--- src/design/accr_pkg.sv ---
// converter core control register bank: addresses, fields, codes, types
// assumes a serial host that sends a 16-bit header then one data byte
//
// How it works
// channel-select bit 1 lets second channel take writes
// channel-select bit 0 lets first channel take writes
// writing reset bit pulses digital logic reset
// power codes: 00/11 run, 01 off, 10 sleep
// single-ended pin choice: 0 negative, 1 positive
// clock style: 0 differential, 1 single-ended
// clock halving enable divides sample clock by two
// duty stabilizer enable switches the stabilizer
// enabled reference code sets full scale attenuation
// six-bit signed offset added to output codes
// pattern selector replaces samples with fixed patterns
// selector code 101 outputs the custom word
// high custom register gives word bits 13..6
// low custom register upper bits give bits 5..0
// low custom field sits at bits 7..2
// reserved bits ignore writes, read fixed constants
package accr_pkg;
   // ==========================================================
   // serial frame layout
   localparam int          ADDR_W      = 13;
   localparam int          SMP_W       = 14;
   localparam int          NUM_CH      = 2;
   localparam logic [4:0]  HDR_LAST    = 5'h0f;
   localparam logic [4:0]  FRAME_LAST  = 5'h17;
   localparam logic [4:0]  FRAME_END   = 5'h18;
   localparam int          RW_POS      = 15;
   // ==========================================================
   // register addresses
   localparam logic [12:0] ADDR_CHAN   = 13'h0003;
   localparam logic [12:0] ADDR_RSTPWR = 13'h0005;
   localparam logic [12:0] ADDR_CLK    = 13'h0006;
   localparam logic [12:0] ADDR_REF    = 13'h0008;
   localparam logic [12:0] ADDR_OFS    = 13'h0013;
   localparam logic [12:0] ADDR_PAT    = 13'h0014;
   localparam logic [12:0] ADDR_CUSTH  = 13'h0015;
   localparam logic [12:0] ADDR_CUSTL  = 13'h0016;
   // ==========================================================
   // field positions and constants
   localparam int          CH_A_BIT    = 0;
   localparam int          CH_B_BIT    = 1;
   localparam int          DIGITAL_LOGIC_RESET_BIT  = 7;
   localparam int          SINGLE_ENDED_PIN_CHOICE_BIT  = 4;
   localparam int          STYLE_BIT   = 3;
   localparam int          DIV2_BIT    = 1;
   localparam int          DCS_BIT     = 0;
   localparam int          REF_EN_BIT  = 3;
   localparam int          CUSTL_LSB   = 2;
   localparam logic [5:0]  CHAN_RSVD   = 6'h3f;
   localparam logic [1:0]  CHAN_RST    = 2'h3;
   localparam logic [1:0]  PWR_OFF     = 2'h1;
   localparam logic [1:0]  PWR_SLEEP   = 2'h2;
   localparam logic [1:0]  PWR_RST     = 2'h0;
   // ==========================================================
   // test pattern codes and words (offset binary output)
   localparam logic [2:0]  PAT_OFF     = 3'h0;
   localparam logic [2:0]  PAT_MID     = 3'h1;
   localparam logic [2:0]  PAT_NEGFS   = 3'h2;
   localparam logic [2:0]  PAT_POSFS   = 3'h3;
   localparam logic [2:0]  PAT_TOGGLE  = 3'h4;
   localparam logic [2:0]  PAT_CUSTOM  = 3'h5;
   localparam logic [2:0]  PAT_ALT01   = 3'h6;
   localparam logic [2:0]  PAT_ALT10   = 3'h7;
   localparam logic [13:0] WORD_MID    = 14'h2000;
   localparam logic [13:0] WORD_NEGFS  = 14'h0000;
   localparam logic [13:0] WORD_POSFS  = 14'h3fff;
   localparam logic [13:0] WORD_ALT01  = 14'h1555;
   localparam logic [13:0] WORD_ALT10  = 14'h2aaa;
   localparam logic [15:0] SUM_MAX     = 16'h3fff;
   // ==========================================================
   // carriers
   typedef struct packed {
      logic single_ended_pin_choice;
      logic clock_input_style;
      logic clock_halving_enable;
      logic duty_stabilizer_enable;
   } accr_clk_cfg_t;
   typedef struct packed {
      logic        internal_reference_enable;
      logic [2:0]  reference_gain_code;
      logic [5:0]  output_offset_value;
      logic [2:0]  pattern_selector;
      logic [7:0]  custom_word_high;
      logic [5:0]  custom_word_low;
   } accr_chan_cfg_t;
endpackage

--- src/design/accr_regs.sv ---
// converter core control registers behind the serial port, plus the
// per-channel offset and test pattern stage on the sample path
// assumes serial pins and samples are synchronous to CLK_SYS
`timescale 1ns/1ps
`default_nettype none
module accr_regs #(
   parameter logic DCS_RESET = 1'b0
) (
   input  wire logic                     CLK_SYS,
   input  wire logic                     RST_N,
   input  wire logic                     SPI_SCLK,
   input  wire logic                     SPI_CS_N,
   input  wire logic                     SPI_SDIO_I,
   output logic                          SPI_SDIO_O,
   output logic                          SPI_SDIO_OE,
   output logic                          DIGITAL_LOGIC_RESET,
   output logic                          POWER_DOWN,
   output logic                          SLEEP,
   output accr_pkg::accr_clk_cfg_t       CLK_CFG,
   output accr_pkg::accr_chan_cfg_t      CHAN_CFG [2],
   input  wire logic [13:0]              SAMPLE_IN [2],
   output logic [13:0]                   DATA_OUT [2]
);
   import accr_pkg::*;

   // ==========================================================
   // serial shifter
   logic                sclk_q;
   logic [4:0]          bit_cnt;
   logic [15:0]         shift;
   logic                is_read;
   logic [12:0]         addr;
   logic [7:0]          rd_shift;
   logic [1:0]          chan_sel;
   logic [1:0]          power_state;
   accr_clk_cfg_t       clk_cfg;
   accr_chan_cfg_t      chan [NUM_CH];

   wire        rise       = SPI_SCLK & ~sclk_q & ~SPI_CS_N;
   wire        fall       = ~SPI_SCLK & sclk_q & ~SPI_CS_N;
   wire [15:0] next_shift = {shift[14:0], SPI_SDIO_I};
   wire        hdr_done   = rise && (bit_cnt == HDR_LAST);
   wire        wr         = rise && (bit_cnt == FRAME_LAST) && !is_read;
   wire [7:0]  wdata      = next_shift[7:0];
   wire        digital_logic_reset     = wr && (addr == ADDR_RSTPWR) && wdata[DIGITAL_LOGIC_RESET_BIT];
   wire        rd_phase   = is_read && (bit_cnt > HDR_LAST)
                            && (bit_cnt < FRAME_END);
   // reads show the first selected channel, second one otherwise
   wire        rd_ch      = ~chan_sel[CH_A_BIT];

   function automatic logic hit(input logic [12:0] a,
                                input logic [12:0] want);
      hit = (a == want);
   endfunction

   function automatic logic [7:0] rd_value(input logic [12:0] a);
      accr_chan_cfg_t c;
      c = chan[rd_ch];
      rd_value = 8'h00;
      if (hit(a, ADDR_CHAN))
         rd_value = {CHAN_RSVD, chan_sel};
      if (hit(a, ADDR_RSTPWR))
         rd_value = {6'h00, power_state};
      if (hit(a, ADDR_CLK))
         rd_value = {3'h0, clk_cfg.single_ended_pin_choice,
                     clk_cfg.clock_input_style, 1'b0,
                     clk_cfg.clock_halving_enable,
                     clk_cfg.duty_stabilizer_enable};
      if (hit(a, ADDR_REF))
         rd_value = {4'h0, c.internal_reference_enable,
                     c.reference_gain_code};
      if (hit(a, ADDR_OFS))
         rd_value = {2'h0, c.output_offset_value};
      if (hit(a, ADDR_PAT))
         rd_value = {5'h00, c.pattern_selector};
      if (hit(a, ADDR_CUSTH))
         rd_value = c.custom_word_high;
      if (hit(a, ADDR_CUSTL))
         rd_value = {c.custom_word_low, 2'h0};
   endfunction

   always_ff @(posedge CLK_SYS) begin
      if (!RST_N) begin
         sclk_q <= 1'b0;
      end else begin
         sclk_q <= SPI_SCLK;
      end
   end

   // a frame is header plus one byte; extra clocks in a frame are ignored
   always_ff @(posedge CLK_SYS) begin
      if (!RST_N || SPI_CS_N) begin
         bit_cnt <= 5'h00;
         shift   <= 16'h0000;
      end else if (rise && bit_cnt != FRAME_END) begin
         bit_cnt <= bit_cnt + 5'h01;
         shift   <= next_shift;
      end
   end

   always_ff @(posedge CLK_SYS) begin
      if (!RST_N) begin
         is_read <= 1'b0;
         addr    <= 13'h0000;
      end else if (hdr_done) begin
         is_read <= next_shift[RW_POS];
         addr    <= next_shift[ADDR_W-1:0];
      end
   end

   // read byte leaves msb first, changing on falling serial edges
   always_ff @(posedge CLK_SYS) begin
      if (!RST_N || SPI_CS_N) begin
         rd_shift    <= 8'h00;
         SPI_SDIO_O  <= 1'b0;
         SPI_SDIO_OE <= 1'b0;
      end else if (hdr_done) begin
         rd_shift <= rd_value(next_shift[ADDR_W-1:0]);
      end else if (fall) begin
         SPI_SDIO_OE <= rd_phase;
         if (rd_phase) begin
            SPI_SDIO_O <= rd_shift[7];
            rd_shift   <= {rd_shift[6:0], 1'b0};
         end
      end
   end

   // ==========================================================
   // shared registers; software reset restores every default
   always_ff @(posedge CLK_SYS) begin
      if (!RST_N || digital_logic_reset) begin
         chan_sel    <= CHAN_RST;
         power_state <= PWR_RST;
         clk_cfg     <= '{1'b0, 1'b0, 1'b0, DCS_RESET};
      end else if (wr) begin
         if (hit(addr, ADDR_CHAN))
            chan_sel <= wdata[1:0];
         if (hit(addr, ADDR_RSTPWR))
            power_state <= wdata[1:0];
         if (hit(addr, ADDR_CLK)) begin
            clk_cfg.single_ended_pin_choice <= wdata[SINGLE_ENDED_PIN_CHOICE_BIT];
            clk_cfg.clock_input_style       <= wdata[STYLE_BIT];
            clk_cfg.clock_halving_enable    <= wdata[DIV2_BIT];
            clk_cfg.duty_stabilizer_enable  <= wdata[DCS_BIT];
         end
      end
   end

   always_ff @(posedge CLK_SYS) begin
      if (!RST_N) begin
         DIGITAL_LOGIC_RESET <= 1'b0;
         POWER_DOWN          <= 1'b0;
         SLEEP               <= 1'b0;
      end else begin
         DIGITAL_LOGIC_RESET <= digital_logic_reset;
         POWER_DOWN          <= (power_state == PWR_OFF);
         SLEEP               <= (power_state == PWR_SLEEP);
      end
   end

   assign CLK_CFG = clk_cfg;

   // ==========================================================
   // per-channel registers and output stage
   genvar g;
   generate
      for (g = 0; g < NUM_CH; g++) begin : gen_ch
         localparam int SEL_BIT = (g == 0) ? CH_A_BIT : CH_B_BIT;
         logic        toggle;
         logic [15:0] sum;
         logic [13:0] adj;
         logic [13:0] next_data;
         // unselected channel ignores the command
         wire   take = wr && chan_sel[SEL_BIT];
         wire [13:0] custom = {chan[g].custom_word_high,
                               chan[g].custom_word_low};

         always_ff @(posedge CLK_SYS) begin
            if (!RST_N || digital_logic_reset) begin
               chan[g] <= '0;
            end else if (take) begin
               if (hit(addr, ADDR_REF)) begin
                  chan[g].internal_reference_enable <= wdata[REF_EN_BIT];
                  chan[g].reference_gain_code       <= wdata[2:0];
               end
               if (hit(addr, ADDR_OFS))
                  chan[g].output_offset_value <= wdata[5:0];
               if (hit(addr, ADDR_PAT))
                  chan[g].pattern_selector <= wdata[2:0];
               if (hit(addr, ADDR_CUSTH))
                  chan[g].custom_word_high <= wdata;
               if (hit(addr, ADDR_CUSTL))
                  chan[g].custom_word_low <= wdata[7:CUSTL_LSB];
            end
         end

         // offset is signed, added in lsb units and clipped to code range
         assign sum = {2'h0, SAMPLE_IN[g]}
                    + {{10{chan[g].output_offset_value[5]}},
                       chan[g].output_offset_value};
         assign adj = sum[15] ? WORD_NEGFS :
                      (sum > SUM_MAX) ? WORD_POSFS : sum[13:0];

         always_comb begin
            case (chan[g].pattern_selector)
               PAT_OFF:    next_data = adj;
               PAT_MID:    next_data = WORD_MID;
               PAT_NEGFS:  next_data = WORD_NEGFS;
               PAT_POSFS:  next_data = WORD_POSFS;
               PAT_TOGGLE: next_data = toggle ? WORD_POSFS : WORD_NEGFS;
               PAT_CUSTOM: next_data = custom;
               PAT_ALT01:  next_data = WORD_ALT01;
               PAT_ALT10:  next_data = WORD_ALT10;
               default:    next_data = adj;
            endcase
         end

         always_ff @(posedge CLK_SYS) begin
            if (!RST_N) begin
               toggle      <= 1'b0;
               DATA_OUT[g] <= WORD_NEGFS;
            end else begin
               toggle      <= ~toggle;
               DATA_OUT[g] <= next_data;
            end
         end
         assign CHAN_CFG[g] = chan[g];
      end
   endgenerate
endmodule
`default_nettype wire

--- config.mk ---
export PLATFORM = sky130hd
export DESIGN_NAME = accr_regs
export DESIGN_NICKNAME = d
export VERILOG_FILES = /design/src/design/accr_pkg.sv /design/src/design/accr_regs.sv
export SDC_FILE = /design/constraint.sdc
export NUM_CORES = 1
export LEC_CHECK = 0
export BUFFER_PORTS_ARGS = -buffer_cell sky130_fd_sc_hd__buf_2
export CELL_PAD_IN_SITES_DETAIL_PLACEMENT = 1
export CELL_PAD_IN_SITES_GLOBAL_PLACEMENT = 1
export CORE_ASPECT_RATIO = 0.6
export CORE_MARGIN = 2
export CORE_UTILIZATION = 47
export DETAILED_ROUTE_END_ITERATION = 8
export MAX_ROUTING_LAYER = met4
export PLACE_DENSITY_LB_ADDON = 0.1
export RECOVER_POWER = 50
export SLEW_MARGIN = 20
export SYNTH_ARGS = -nofsm -noshare
export SYNTH_HDL_FRONTEND = slang
export SYNTH_SLANG_ARGS = --single-unit
--- constraint.sdc ---
create_clock -name CLK_SYS -period 6.95 [get_ports CLK_SYS]
set_input_delay 1.0425 -clock CLK_SYS [delete_from_list [all_inputs] [get_ports CLK_SYS]]
set_output_delay 1.0425 -clock CLK_SYS [all_outputs]
set_load 0.01 [all_outputs]
# [After elaboration in Yosys (flattened, before gate mapping)]
# Memory sizes are Yosys's and may differ from the RTL's.
# Cells that the tools add are included.
[word_totals] ram_bits=54 n_memories=1 in_bits=33 output_inout_bits=91 reg_bits=86 wordCells=179
[mem_list] memory="chan" words=2 width=27 read_ports=3 rd_ports_with_merged_regs=0 write_ports=2 line_no="accr_regs.sv:37" text="accr_chan_cfg_t chan [NUM_CH];"
[classes] addsub=3 magnitude_cmp=4 muxes=68 bitwise_logic=23 reduce_logical=24 n_eq_ne=35
[ops] cell="one-hot mux 14 bit (8 select lines)" count=2
[ops] cell="equality test 13 x 5 -> 1 bit, second input constant" count=8
[ops] cell="two-way mux 8 bit" count=13
[ops] cell="two-way mux 14 bit" count=6
[ops] cell="equality test 13 x 3 -> 1 bit, second input constant" count=4
[ops] cell="two-way mux 1 bit" count=39
[ops] cell="adder 15 x 6 -> 16 bit" count=2
[ops] cell="greater-than comparator 16 x 14 -> 1 bit, second input constant" count=2
[ops] cell="equality test 13 x 2 -> 1 bit, second input constant" count=2
[ops] cell="equality test 13 x 4 -> 1 bit, second input constant" count=2
[ops] cell="equality test 3 bit, second input constant" count=8
[ops] cell="two-way mux 6 bit" count=4
[ops] cell="equality test 3 x 2 -> 1 bit, second input constant" count=4
[ops] cell="two-way mux 3 bit" count=4
[ops] cell="OR 1 bit" count=12
[ops] cell="logical AND 1 bit" count=10
[ops] cell="AND reduction 2 bit" count=5
[ops] cell="inverter 1 bit" count=7
[ops] cell="equality test 3 x 1 -> 1 bit, second input constant" count=2
[ops] cell="zero test 3 bit" count=2
[ops] cell="adder 5 x 1 -> 5 bit, second input constant" count=1
[ops] cell="equality test 5 x 4 -> 1 bit, second input constant" count=1
[ops] cell="equality test 5 bit, second input constant" count=1
[ops] cell="greater-than comparator 5 x 4 -> 1 bit, second input constant" count=1
[ops] cell="9 further kinds" count=15

# [Depth between registers and ports, before layout]
# Gate-level depths: netlist (run 1).
[depth] word_depth=11 ltp_mapped=12

# [Worst setup path before layout (run 1)]
# Ideal clock, no wire load.
[synth_path] path_type="input-to-reg" startpoint="input port SAMPLE_IN[6] (netlist name)" endpoint="register DATA_OUT[12] (netlist name)" slack_ps=3558 path_stages=10 arrival_ps=3321 setup_ps=71 n_path_buf=1 cell_sequence="ha_1 -> a2111oi_2 -> nor4_2 -> a2111oi_4 -> nor3_2 -> or4_4 -> nand2_2 -> buf_6 -> o21ai_1 -> a21oi_1"
[synth_via] elab_chain_cells=5
[synth_lines] element="start, declared" line_no="accr_regs.sv:21" text="input wire logic [13:0] SAMPLE_IN [2],"
[synth_lines] element="adder 15 x 6 -> 16 bit *" line_no="accr_regs.sv:199" text="+ {{10{chan[g].output_offset_value[5]}},"
[synth_lines] element="greater-than comparator 16 x 14 -> 1 bit" line_no="accr_regs.sv:202" text="(sum > SUM_MAX) ? WORD_POSFS : sum[13:0];"
[synth_lines] element="two-way mux 14 bit" line_no="accr_regs.sv:202"
[synth_lines] element="two-way mux 14 bit *" line_no="accr_regs.sv:201" text="assign adj = sum[15] ? WORD_NEGFS :"
[synth_lines] element="one-hot mux 14 bit (8 select lines) *" line_no="accr_regs.sv:205" text="case (chan[g].pattern_selector)"
[synth_lines] element="end signal, assigned by index" line_no="accr_regs.sv:224" text="DATA_OUT[g] <= next_data;"
[synth_lines] element="end, declared" line_no="accr_regs.sv:22" text="output logic [13:0] DATA_OUT [2]"
# Every way passes the cells marked *; elsewhere a longest branch is shown, timed or not.
# A chain may end at the register's enable or synchronous reset.

==> results of run 1 <==
[worst max-delay path, stage by stage]
cell	delay, ns
clkbuf_1	0.32
clkinv_1	0.11
clkbuf_1	1.74
a21oi_1	0.64
o21ai_1	0.72
[state kept, by name, summed over array words and instances (netlist names)]
| register | count |
|---|---|
| SPI_SDIO_OE | 1 |
| POWER_DOWN | 1 |
| chan | 54 |
| SLEEP | 1 |
| chan_sel | 2 |
| CLK_CFG | 4 |
| sclk_q | 1 |
| shift | 15 |
| gen_ch.toggle | 2 |
| SPI_SDIO_O | 1 |
| bit_cnt | 5 |
| addr | 13 |
| DIGITAL_LOGIC_RESET | 1 |
| DATA_OUT | 28 |
| rd_shift | 8 |
| is_read | 1 |
| power_state | 2 |
[cell type report]
type / instances / share of cell area [%]
clock inverter: 7 / 0.774
sequential: 140 / 36.3
clock buffer: 25 / 5.86
tap: 228 / 3.10
timing repair buffer: 127 / 5.71
inverter: 26 / 1.06
multi-input combinational: 659 / 47.2
[cells in the final DEF, fill, tap and decap left out, types with 5 or more instances in the layout]
master     instances
nor3_1            13
nor3b_1            5
buf_2             30
inv_1             25
nand2_1           92
nand2b_1           7
mux2i_1           43
a211oi_1          12
nand4_1            6
o21ai_1           10
xor2_1             7
a21oi_1           85
o21ai_0           39
mux2_2            10
a2111oi_0          5
a311oi_1           6
nor2_1            70
and2_1            62
nor2b_1           17
xnor2_1           18
ha_1              33
nand3_1           17
a21o_1            19
dfxtp_1           86
clkbuf_16         20
clkbuf_1          97
edfxtp_1          54
[per-layer routing]
| layer | part of all wire, % | routed length [um] | up-vias |
|---|---|---|---|
| li1 | - | - | 3316 |
| met1 | 47 | 13000 | 3681 |
| met2 | 45 | 12200 | 257 |
| met3 | 6.9 | 1890 | 31 |
| met4 | 1.1 | 294 | 0 |
| met5 | 0 | 0 | - |
[path summary, 6_finish.rpt]
path                                  startpoint                to  cells past startpoint
worst max-delay path                       RST_N       chan[0][13]                      5
worst max register to register       chan[0][22]      DATA_OUT[19]                      9
worst min-delay path            gen_ch[1].toggle  gen_ch[1].toggle                      1
worst min register to register  gen_ch[1].toggle  gen_ch[1].toggle                      1
[power breakdown]
part           internal (W)  total (W)  switching [W]
Sequential         0.000883   0.000924      0.0000408
Clock              0.000579   0.000944       0.000365
Combinational      0.000108   0.000291       0.000183
[through the flow]
stage | worst slack [ns] | instances | cell area (sq um) | utilization, %
final | 2.37 | 1212 | 9210 | 56.0
after global routing | 2.18 | 1212 | 9210 | 56.0
after CTS | 3.11 | 1212 | 9330 | 56.8
after detailed placement | 2.91 | 1180 | 8720 | 53.1
after global placement | 3.07 | 1180 | 8720 | 53.1
after floorplan | 3.56 | 873 | 8010 | -
[kinds of logic after synthesis]
family          after synthesis  share of synthesized area, %
mux                          54                          7.06
buf+inv                      74                          3.97
fa+ha+maj                    35                          5.66
simple gates                320                          20.4
flops                       140                          41.8
xor+xnor                     25                          2.74
compound gates              225                          18.4
==> results.rst, run 1 <==
.. list-table::
   :header-rows: 1

   * - Metric
     - Value
   * - Layout filler cell count
     - 1,975
   * - I/O pin total
     - 124
   * - Cell taking the most area after synthesis
     - dfxtp_1
   * - Number of antenna repair diodes
     - 0
   * - Transition time at the pin with the least slew margin
     - 2.45 ns
   * - Detailed-router iteration count before antenna repair
     - 5
   * - Final count of pins violating max slew
     - 46
   * - Number of DRC violations after detailed routing
     - 0
   * - Sum of net half-perimeters after detailed placement
     - 20,000 um
   * - Final Setup Violations
     - 0
   * - Antenna-violating nets left
     - 0
   * - Number of levels in the clock H-tree
     - 4
   * - Distinct cells, synth
     - 74
   * - Setup total negative slack
     - 0 ns
   * - Max-cap violations
     - 1
   * - Internal reg-to-reg setup slack
     - 3.07 ns
   * - Maximum number of pins on one net before global-route repair
     - 46
   * - Part of the Yosys area used for sequential elements
     - 41.8%
   * - Path category of the worst min-delay check
     - reg2reg
   * - GRT met3 Usage
     - 5.11%
   * - Summed instance area of the synthesized netlist
     - 8010 sq um
   * - Tightest slew margin relative to the limit
     - -63.6%
   * - Via count
     - 7,285
   * - Cells after Synth
     - 873
   * - Overall power
     - 0.00216 W
   * - Detailed-route wire length
     - 27,400 um
   * - Horizontal die dimension
     - 172 um
   * - Clk Tree Root Cell
     - clkbuf_16
   * - PwrDens
     - 234 nW/um^2
   * - Flop and latch count out of synthesis
     - 140
   * - Die Y
     - 105 um
   * - Data required time of the critical path
     - 6.99 ns
   * - Critical path class
     - in2reg
   * - Number of buffers added to fix hold violations after cts
     - 0
   * - Prevailing post-synth register cell
     - dfxtp_1
   * - Startpoint kind of the worst setup timing path
     - input port
   * - DRC violation total after the first TritonRoute iteration
     - 737
   * - Number of enable-type register cells in the synthesized netlist
     - 54
   * - Ratio of cells with drive above 1 in the final layout
     - 10.3%
   * - Cell leakage power
     - 3.71 nW
   * - Net count, final
     - 1,039
   * - Total core area
     - 16,400 sq um
   * - Synth async-reset ratio
     - 0%
   * - Area share of the largest cell type after synthesis
     - 21.5%
   * - Number of antenna violations at the first check in global routing
     - 0
   * - Global routing usage on met1
     - 45.2%
   * - Total of warnings raised by yosys
     - 0
   * - Buffer depth of the longest clock path
     - 2
   * - Standard-cell row count
     - 36
   * - Seq. cell area
     - 3340 sq um
   * - Overflow after GRT
     - 0
   * - Violated checks
     - capacitance limit, slew limit
   * - Setup Buffers After CTS
     - 0
   * - Most common library cells after synthesis
     - 92 x nand2_1, 86 x dfxtp_1, 85 x a21oi_1
   * - IO Port Bufs
     - 123
   * - WHS
     - 0.423 ns
   * - Area taken by multi-input logic gates
     - 4350 sq um
   * - Net Count, Synth
     - 941
   * - Number of global-route vias before repair
     - 7,320
   * - Setup repair after global routing missed its margin
     - false
   * - Number of buffers created by CTS
     - 17
   * - Worst-Skew Late Latency
     - 0.42 ns
   * - GRT busiest layer
     - met2
   * - Min Tclk post-route
     - 4.58 ns
   * - Achievable frequency
     - 218 MHz
   * - Area contributors post-synth
     - dfxtp_1 22%, edfxtp_1 20%, mux2i_1 5.4%
   * - Maximum fanout along the worst path
     - 45
   * - Placer congestion estimate
     - 0.892
   * - Worst setup EP type
     - flip-flop
   * - Routed vias/inst
     - 6.01
   * - Relative area change from synthesis to final layout
     - 15.1%
   * - Critical Path AT
     - 4.61 ns
   * - DR WL/cell
     - 22.6 um
   * - Wire length of the first global-routing pass
     - 42,300 um
   * - Die Footprint
     - 18,100 sq um
   * - IR Drop Worst-Case VDD
     - 147 uV
   * - Clock tree from TritonCTS
     - built
   * - Skew final
     - 0.0132 ns
   * - Syn Area/Cell
     - 9.17 sq um
   * - Post-route fraction of the period consumed by the critical path
     - 65.9%
   * - Global-route total usage across every layer
     - 31.6%
   * - Starting utilization of the core area
     - 48.7%
   * - Number of gates resized after cts
     - 0
   * - GR met2 Demand/Resource
     - 47.3%
   * - Number of clock sinks seen by CTS
     - 140
   * - Final hold vios
     - 0
   * - Clock-pin transition on the worst setup and hold timing paths
     - 0.06 ns
   * - Most repeated cell in the gate-level netlist after synthesis
     - nand2_1
   * - Run status
     - complete, but fails checks
(Power assumes the default switching activity.)
==> inputs of run 2 (changes only) <==
--- a/config.mk
+++ b/config.mk
@@ -5,12 +5,13 @@
 export SDC_FILE = /design/constraint.sdc
 export NUM_CORES = 1
 export LEC_CHECK = 0
+export ABC_AREA = 1
 export BUFFER_PORTS_ARGS = -buffer_cell sky130_fd_sc_hd__buf_2
 export CELL_PAD_IN_SITES_DETAIL_PLACEMENT = 1
 export CELL_PAD_IN_SITES_GLOBAL_PLACEMENT = 1
 export CORE_ASPECT_RATIO = 0.6
 export CORE_MARGIN = 2
-export CORE_UTILIZATION = 47
+export CORE_UTILIZATION = 38
 export DETAILED_ROUTE_END_ITERATION = 8
 export MAX_ROUTING_LAYER = met4
 export PLACE_DENSITY_LB_ADDON = 0.1
==> constraint.sdc (replaced) <==
create_clock -name CLK_SYS -period 4.1 [get_ports CLK_SYS]
set_input_delay 0.615 -clock CLK_SYS [delete_from_list [all_inputs] [get_ports CLK_SYS]]
set_output_delay 0.615 -clock CLK_SYS [all_outputs]
set_load 0.01 [all_outputs]
==> results.rst, run 2 <==
.. list-table::
   :header-rows: 1

   * - Metric
     - Value
   * - Run status
     - complete, but fails checks (unchanged)
   * - Violated checks
     - capacitance limit, slew limit (unchanged)
   * - Area contributors post-synth
     - dfxtp_1 20%, edfxtp_1 19%, nand2_1 14% (was dfxtp_1 22%, edfxtp_1 20%, mux2i_1 5.4%)
   * - Startpoint kind of the worst setup timing path
     - flip-flop (was input port)
   * - Number of gates resized after cts
     - 0 (unchanged)
   * - Cells after Synth
     - 1,210 (was 873)
   * - Number of buffers added to fix hold violations after cts
     - 0 (unchanged)
   * - Number of DRC violations after detailed routing
     - 0 (unchanged)
   * - DR WL/cell
     - 19.3 um (was 22.6 um)
   * - Transition time at the pin with the least slew margin
     - 2.21 ns (was 2.45 ns)
   * - Cell chain of the critical path
     - ha_1, nand3_1, nor3_1, nand2_1, inv_1, nand4_1, nand2_1, clkinv_1, o21ai_0 (was clkbuf_1, clkinv_1, clkbuf_1, a21oi_1, o21ai_1)
   * - Sum of net half-perimeters after detailed placement
     - 24,500 um (was 20,000 um)
   * - Summed instance area of the synthesized netlist
     - 8560 sq um (was 8010 sq um)
   * - Total of warnings raised by yosys
     - 0 (unchanged)
   * - Number of buffers created by CTS
     - 17 (unchanged)
   * - Part of the Yosys area used for sequential elements
     - 39.1% (was 41.8%)
   * - WHS
     - 0.389 ns (was 0.423 ns)
   * - Internal reg-to-reg setup slack
     - 0.75 ns (was 3.07 ns)
   * - Top reg by flops
     - chan (unchanged)
   * - Commonest cells after routing, fill and taps aside
     - 320 x nand2_1, 162 x inv_1, 128 x nor2_1, 96 x clkbuf_1, 92 x a21oi_1 (was 97 x clkbuf_1, 92 x nand2_1, 86 x dfxtp_1, 85 x a21oi_1, 70 x nor2_1)
   * - Syn Area/Cell
     - 7.07 sq um (was 9.17 sq um)
   * - Relative area change from synthesis to final layout
     - 15.3% (was 15.1%)
   * - Skew final
     - 0.0115 ns (was 0.0132 ns)
   * - Number of enable-type register cells in the synthesized netlist
     - 54 (unchanged)
   * - Synth async-reset ratio
     - 0% (unchanged)
   * - Critical Path AT
     - 3.41 ns (was 4.61 ns)
   * - Final hold vios
     - 0 (unchanged)
   * - Data required time of the critical path
     - 4.16 ns (was 6.99 ns)
   * - Detailed-route wire length
     - 31,300 um (was 27,400 um)
   * - Horizontal die dimension
     - 198 um (was 172 um)
   * - Placer congestion estimate
     - 0.896 (was 0.892)
   * - Number of antenna violations at the first check in global routing
     - 0 (unchanged)
   * - Worst Reg-to-Reg Cells
     - 9 (unchanged)
   * - CP Buf/Inv Count
     - 2 (was 3)
   * - Final count of pins violating max slew
     - 33 (was 46)
   * - PwrDens
     - 365 nW/um^2 (was 234 nW/um^2)
   * - GRT busiest layer
     - met1 (was met2)
   * - Distinct cells, synth
     - 42 (was 74)
   * - Setup crit end
     - chan[0][22] (was chan[0][13])
   * - Flop and latch count out of synthesis
     - 140 (unchanged)
   * - Net count, final
     - 1,391 (was 1,039)
   * - Starting utilization of the core area
     - 38.8% (was 48.7%)
   * - Prevailing post-synth register cell
     - dfxtp_1 (unchanged)
   * - Area share of the largest cell type after synthesis
     - 20.1% (was 21.5%)
   * - Most repeated cell in the gate-level netlist after synthesis
     - nand2_1 (unchanged)
   * - Maximum number of pins on one net before global-route repair
     - 33 (was 46)
   * - Clock tree from TritonCTS
     - built (unchanged)
   * - Die Y
     - 120 um (was 105 um)
   * - Number of levels in the clock H-tree
     - 4 (unchanged)
   * - Post-route non-filler standard cell count
     - 1,622 (was 1,212)
   * - Most common library cells after synthesis
     - 320 x nand2_1, 162 x inv_1, 128 x nor2_1 (was 92 x nand2_1, 86 x dfxtp_1, 85 x a21oi_1)
   * - Standard-cell row count
     - 42 (was 36)
   * - Worst-Skew Late Latency
     - 0.44 ns (was 0.42 ns)
   * - Antenna-violating nets left
     - 0 (unchanged)
   * - Number of antenna repair diodes
     - 0 (unchanged)
   * - Clock-pin transition on the worst setup and hold timing paths
     - 0.06 ns (about the same)
   * - Post-route fraction of the period consumed by the critical path
     - 81.7%
   * - Global routing usage on met1
     - 44.2% (was 45.2%)
   * - Wire length of the first global-routing pass
     - 48,600 um (was 42,300 um)
   * - Final Setup Violations
     - 0 (unchanged)
   * - Worst setup path startpoint
     - bit_cnt[0] (was RST_N)
   * - Max-cap violations
     - 1 (unchanged)
   * - Overflow after GRT
     - 0 (unchanged)
   * - Net Count, Synth
     - 1,278 (was 941)
   * - Number of instances in the placed design
     - 1,590 (was 1,180)
   * - Delay of the slowest cell on the worst path
     - 0.60 ns (was 1.74 ns)
   * - Number of global-route vias before repair
     - 8,287 (was 7,320)
   * - Detailed-router iteration count before antenna repair
     - 5 (unchanged)
   * - GR met2 Demand/Resource
     - 37.0% (was 47.3%)
   * - Cell taking the most area after synthesis
     - dfxtp_1 (unchanged)
   * - Worst setup EP type
     - flip-flop (unchanged)
   * - IO Port Bufs
     - 123 (unchanged)
   * - I/O pin total
     - 124 (unchanged)
   * - Largest register FFs
     - 54 (unchanged)
   * - Worst reg2reg startpoint
     - bit_cnt[0] (was chan[0][22])
   * - DRC violation total after the first TritonRoute iteration
     - 696 (was 737)
   * - Path category of the worst min-delay check
     - in2reg (was reg2reg)
   * - Min Tclk post-route
     - 3.35 ns
   * - Ratio of cells with drive above 1 in the final layout
     - 9.66% (was 10.3%)
   * - Critical path class
     - reg2reg (was in2reg)
   * - Endpoint of the worst-slack reg-to-reg timing path
     - chan[0][22] (was DATA_OUT[19])
   * - Global-route total usage across every layer
     - 28.0% (was 31.6%)
   * - Buffer depth of the longest clock path
     - 2 (unchanged)
   * - Most frequent standard cell in the layout excluding fill and tap cells
     - nand2_1 (was clkbuf_1)
   * - Leading registers by flop count
     - chan: 54 flops, DATA_OUT: 28 flops, shift: 15 flops (unchanged)
   * - Achievable frequency
     - 298 MHz
   * - Die Footprint
     - 23,800 sq um (was 18,100 sq um)
   * - Critical path depth in cells
     - 9 (was 5)
   * - Clk Tree Root Cell
     - clkbuf_16 (unchanged)
   * - Total core area
     - 22,100 sq um (was 16,400 sq um)
   * - CP max-delay cell
     - clkinv_1 (was clkbuf_1)
   * - Cell class contributing the biggest share of worst-path delay
     - simple AND/OR/NAND/NOR gates (was buffers and inverters)
   * - Cell leakage power
     - 4.39 nW (was 3.71 nW)
   * - Maximum fanout along the worst path
     - 18 (was 45)
   * - Setup Buffers After CTS
     - 0 (unchanged)
   * - Routed vias/inst
     - 5.26 (was 6.01)
   * - Setup total negative slack
     - 0 ns (unchanged)
   * - Setup repair after global routing missed its margin
     - false (unchanged)
   * - Via count
     - 8,529 (was 7,285)
   * - Number of clock sinks seen by CTS
     - 140 (unchanged)
   * - GRT met3 Usage
     - 5.10% (was 5.11%)
   * - Tightest slew margin relative to the limit
     - -47.6% (was -63.6%)
   * - Most repeated library cell on the critical path
     - nand2_1 (was clkbuf_1)
   * - IR Drop Worst-Case VDD
     - 337 uV (was 147 uV)
==> run 2: changes by cell type after synthesis, moves of 27 or more <==
cell     delta
mux2i_1    -36
nand2_1   +228
nand3_1    +69
nor2_1     +58
inv_1     +137
and2_1     -58
o21ai_0    +27
==> run 2: layout make-up <==
cell class,count,area (sq um)
Tap cell,286,358
Sequential cell,140,3340
Clock inverter,12,148
Timing Repair Buffer,133,566
Clock buffer,20,447
Fill cell,2917,12200
Multi-Input combinational cell,863,4380
Inverter,168,631
==> run 2: layer usage <==
metal	routed length, um	up-vias	part of all wire [%]
li1	-	4149	-
met1	16700	4081	53
met2	12000	279	38
met3	2460	20	7.9
met4	240	0	0.77
met5	0	-	0
==> run 2: how the worst min path moves through the flow <==
stage	start	end	cells after the start
4_1_cts	SPI_SCLK	sclk_q	3
6_report	SPI_SCLK	sclk_q	3
3_3_place_gp	gen_ch[0].toggle	gen_ch[0].toggle	1
3_5_place_dp	gen_ch[1].toggle	gen_ch[1].toggle	1
5_1_grt	SPI_SCLK	sclk_q	3
2_1_floorplan	gen_ch[0].toggle	gen_ch[0].toggle	1
==> run 2: worst register-to-register path: stages (launching register included) <==
cell,delay [ns]
dfxtp_1,0.36
ha_1,0.21
nand3_1,0.09
nor3_1,0.18
nand2_1,0.21
inv_1,0.19
nand4_1,0.12
nand2_1,0.41
clkinv_1,0.61
o21ai_0,0.59
==> run 2: cells by family (layout without fill, tap and decap cells) <==
group | count (synthesis) | after routing | synth area share (%)
AOI/OAI and AO/OA | 194 | 194 | 12.8
xor gates and xnor gates | 12 | 12 | 1.23
adders and majority gates | 35 | 35 | 5.29
buffers and inverters | 207 | 333 | 9.80
DFF | 140 | 140 | 39.1
muxes | 7 | 7 | 0.819
and+or+nand+nor | 615 | 615 | 31.0
==> run 2: report_power, final <==
| part | internal [W] | leakage [nW] | switching (W) |
|---|---|---|---|
| clock | 0.000968 | 0.291 | 0.000630 |
| combinational | 0.000149 | 2.84 | 0.000318 |
| sequential | 0.00149 | 1.26 | 0.0000514 |
| total | 0.00260 | 4.39 | 0.000999 |
==> run 2: through the flow <==
stage / util, % / worst slack [ns] / instance area (sq um) / power (W)
2_1_floorplan: - / 1.87 / 8560 / 0.00187
3_3_place_gp: 42.6 / 0.854 / 9400 / 0.00203
6_report: 44.7 / 0.749 / 9870 / 0.00360
5_1_grt: 44.7 / 0.419 / 9870 / 0.00373
4_1_cts: 45.3 / 0.786 / 9990 / 0.00362
3_5_place_dp: 42.6 / 0.679 / 9400 / 0.00204
==> inputs of run 3 (changes only) <==
==> constraint.sdc (replaced) <==
create_clock -name CLK_SYS -period 2.82 [get_ports CLK_SYS]
set_input_delay 0.423 -clock CLK_SYS [delete_from_list [all_inputs] [get_ports CLK_SYS]]
set_output_delay 0.423 -clock CLK_SYS [all_outputs]
set_load 0.01 [all_outputs]
==> results.rst, run 3 (synthesis gave the netlist of run 2 again) <==
.. list-table::
   :header-rows: 1

   * - Metric
     - Value
   * - Portion of total power attributed to the clock network
     - 43.2% (was 44.4%)
   * - Wire length of the first global-routing pass
     - 48,800 um (was 48,600 um)
   * - Final hold vios
     - 0 (unchanged)
   * - Top reg by flops
     - chan (unchanged)
   * - Cell chain of the critical path
     - ha_1, nand3_1, nor3_1, nand2_1, inv_1, nand4_1, nand2_1, clkinv_1, nand2_1 (was ha_1, nand3_1, nor3_1, nand2_1, inv_1, nand4_1, nand2_1, clkinv_1, o21ai_0)
   * - Largest register FFs
     - 54 (unchanged)
   * - Part of the total power dissipated in combinational logic
     - 13.7% (was 13.0%)
   * - WHS
     - 0.191 ns (was 0.389 ns)
   * - Achievable frequency
     - 361 MHz (was 298 MHz)
   * - Switching power summed over all nets
     - 0.00147 W (was 0.000999 W)
   * - Antenna-violating nets left
     - 0 (unchanged)
   * - Standard-cell row count
     - 42 (unchanged)
   * - DRC violation total after the first TritonRoute iteration
     - 568 (was 696)
   * - Skew final
     - 0.0122 ns (was 0.0115 ns)
   * - Clk Tree Root Cell
     - clkbuf_16 (unchanged)
   * - I/O pin total
     - 124 (unchanged)
   * - Total core area
     - 22,100 sq um (unchanged)
   * - Number of antenna violations at the first check in global routing
     - 0 (unchanged)
   * - Overall power
     - 0.00516 W (was 0.00360 W)
   * - Worst setup EP type
     - flip-flop (unchanged)
   * - Global-route total usage across every layer
     - 28.2% (was 28.0%)
   * - Number of global-route vias before repair
     - 8,422 (was 8,287)
   * - IR Drop Worst-Case VDD
     - 409 uV (was 337 uV)
   * - Worst-Skew Late Latency
     - 0.43 ns (was 0.44 ns)
   * - Most frequent standard cell in the layout excluding fill and tap cells
     - nand2_1 (unchanged)
   * - Delay of the slowest cell on the worst path
     - 0.56 ns (was 0.60 ns)
   * - Commonest cells after routing, fill and taps aside
     - 320 x nand2_1, 162 x inv_1, 128 x nor2_1, 95 x clkbuf_1, 92 x a21oi_1 (was 320 x nand2_1, 162 x inv_1, 128 x nor2_1, 96 x clkbuf_1, 92 x a21oi_1)
   * - Ratio of cells with drive above 1 in the final layout
     - 10.9% (was 9.66%)
   * - Number of clock sinks seen by CTS
     - 140 (unchanged)
   * - Setup repair after global routing missed its margin
     - true (was false)
   * - Layout filler cell count
     - 2,925 (was 2,917)
   * - Detailed-route wire length
     - 31,600 um (was 31,300 um)
   * - Critical Path AT
     - 2.84 ns (was 3.41 ns)
   * - Number of levels in the clock H-tree
     - 4 (unchanged)
   * - PwrDens
     - 517 nW/um^2 (was 365 nW/um^2)
   * - CP max-delay cell
     - nand2_1 (was clkinv_1)
   * - Number of buffers created by CTS
     - 17 (unchanged)
   * - Routed vias/inst
     - 5.23 (was 5.26)
   * - Detailed-router iteration count before antenna repair
     - 5 (unchanged)
   * - Buffer depth of the longest clock path
     - 2 (unchanged)
   * - Maximum fanout along the worst path
     - 18 (unchanged)
   * - Number of DRC violations after detailed routing
     - 0 (unchanged)
   * - Net count, final
     - 1,408 (was 1,391)
   * - Horizontal die dimension
     - 198 um (unchanged)
   * - Die Y
     - 120 um (unchanged)
   * - Die Footprint
     - 23,800 sq um (unchanged)
   * - Sequential fraction of design power
     - 43.1% (was 42.7%)
   * - Final count of pins violating max slew
     - 0 (was 33)
   * - Leading registers by flop count
     - chan: 54 flops, DATA_OUT: 28 flops, shift: 15 flops (unchanged)
   * - DR WL/cell
     - 19.3 um (about the same)
   * - Post-route fraction of the period consumed by the critical path
     - 98.2% (was 81.7%)
   * - Internal portion of total power
     - 0.00370 W (was 0.00260 W)
   * - Placer congestion estimate
     - 0.873 (was 0.896)
   * - Most repeated library cell on the critical path
     - nand2_1 (unchanged)
   * - Transition time at the pin with the least slew margin
     - 1.07 ns (was 2.21 ns)
   * - Min Tclk post-route
     - 2.77 ns (was 3.35 ns)
   * - Relative area change from synthesis to final layout
     - 16.7% (was 15.3%)
   * - Final standard cell utilization of the core
     - 45.2% (was 44.7%)
   * - Critical path class
     - reg2reg (unchanged)
   * - Maximum number of pins on one net before global-route repair
     - 32 (was 33)
   * - Cell leakage power
     - 4.46 nW (was 4.39 nW)
   * - Sum of net half-perimeters after detailed placement
     - 24,800 um (was 24,500 um)
   * - Number of antenna repair diodes
     - 0 (unchanged)
   * - Final Setup Violations
     - 0 (unchanged)
   * - Clock-pin transition on the worst setup and hold timing paths
     - 0.06 ns (about the same)
   * - Starting utilization of the core area
     - 38.8% (unchanged)
   * - IO Port Bufs
     - 123 (unchanged)
   * - Tightest slew margin relative to the limit
     - 28.6% (was -47.6%)
   * - Path category of the worst min-delay check
     - in2reg (unchanged)
   * - Via count
     - 8,577 (was 8,529)
   * - Sw frac
     - 28.4% (was 27.7%)
   * - Startpoint kind of the worst setup timing path
     - flip-flop (unchanged)
   * - Internal reg-to-reg setup slack
     - 0.05 ns (was 0.75 ns)
   * - Max-cap violations
     - 0 (was 1)
   * - Data required time of the critical path
     - 2.89 ns (was 4.16 ns)
   * - Clock tree from TritonCTS
     - built (unchanged)
   * - Run status
     - complete, no violations (was complete, but fails checks)
   * - Overflow after GRT
     - 0 (unchanged)
run 3: power by group through the flow:
stage	Sequential (W)	Clock, W	Combinational [W]
after floorplan	0.00226	0	0.000454
after global placement	0.00227	0	0.000694
after detailed placement	0.00227	0	0.000711
after CTS	0.00223	0.00226	0.000714
after global routing	0.00223	0.00234	0.000795
final	0.00223	0.00223	0.000708
run 3: per-stage QoR:
step                area (sq um)  setup slack [ns]  instances  TNS [ns]
floorplan                   8560             0.680       1210         0
global placement            9500             0.173       1604         0
detailed placement          9500            0.0823       1604         0
CTS                        10100             0.104       1636         0
global route                9990            -0.125       1639     -3.00
finish                      9990            0.0507       1639         0
run 3: worst max-delay path, delay by kind of cell, from the launching register on:
family,cells,cell delay (ns)
DFF,1,0.37
adders and majority gates,1,0.21
buffers and inverters,2,0.62
and+or+nand+nor,6,1.21
run 3: path summary, 6_finish.rpt:
| check | cells after the start | from | end |
|---|---|---|---|
| worst max-delay path | 9 | bit_cnt[0] | chan[0][7] |
| worst min-delay path | 3 | SPI_SCLK | sclk_q |
| worst max register to register | 9 | bit_cnt[0] | chan[0][7] |
| worst min register to register | 1 | gen_ch[1].toggle | gen_ch[1].toggle |
run 3: metal layers:
layer / up-vias / track usage (%) / part of all wire [%]
met5: - / - / 0
met4: 0 / 4.65 / 0.63
met3: 22 / 6.64 / 7.5
met2: 245 / 38.3 / 39
met1: 4137 / 42.5 / 53
li1: 4173 / - / -
run 3: cell type report:
| type | count | area (sq um) | share of cell area, % |
|---|---|---|---|
| repair buffers | 150 | 699 | 7.00 |
| inverters | 168 | 631 | 6.31 |
| clock buffers | 24 | 527 | 5.27 |
| multi-input cells | 863 | 4380 | 43.8 |
| flip-flops and latches | 140 | 3340 | 33.5 |
| well taps | 286 | 358 | 3.58 |
| clock inverters | 8 | 52.6 | 0.526 |
run 3: timing repair:
action / 4_1_cts / 5_1_grt
setup buffers: 0 / 3
hold buffers: 0 / 0
resized for setup: 0 / 0
setup endpoints to repair: 0 / 52
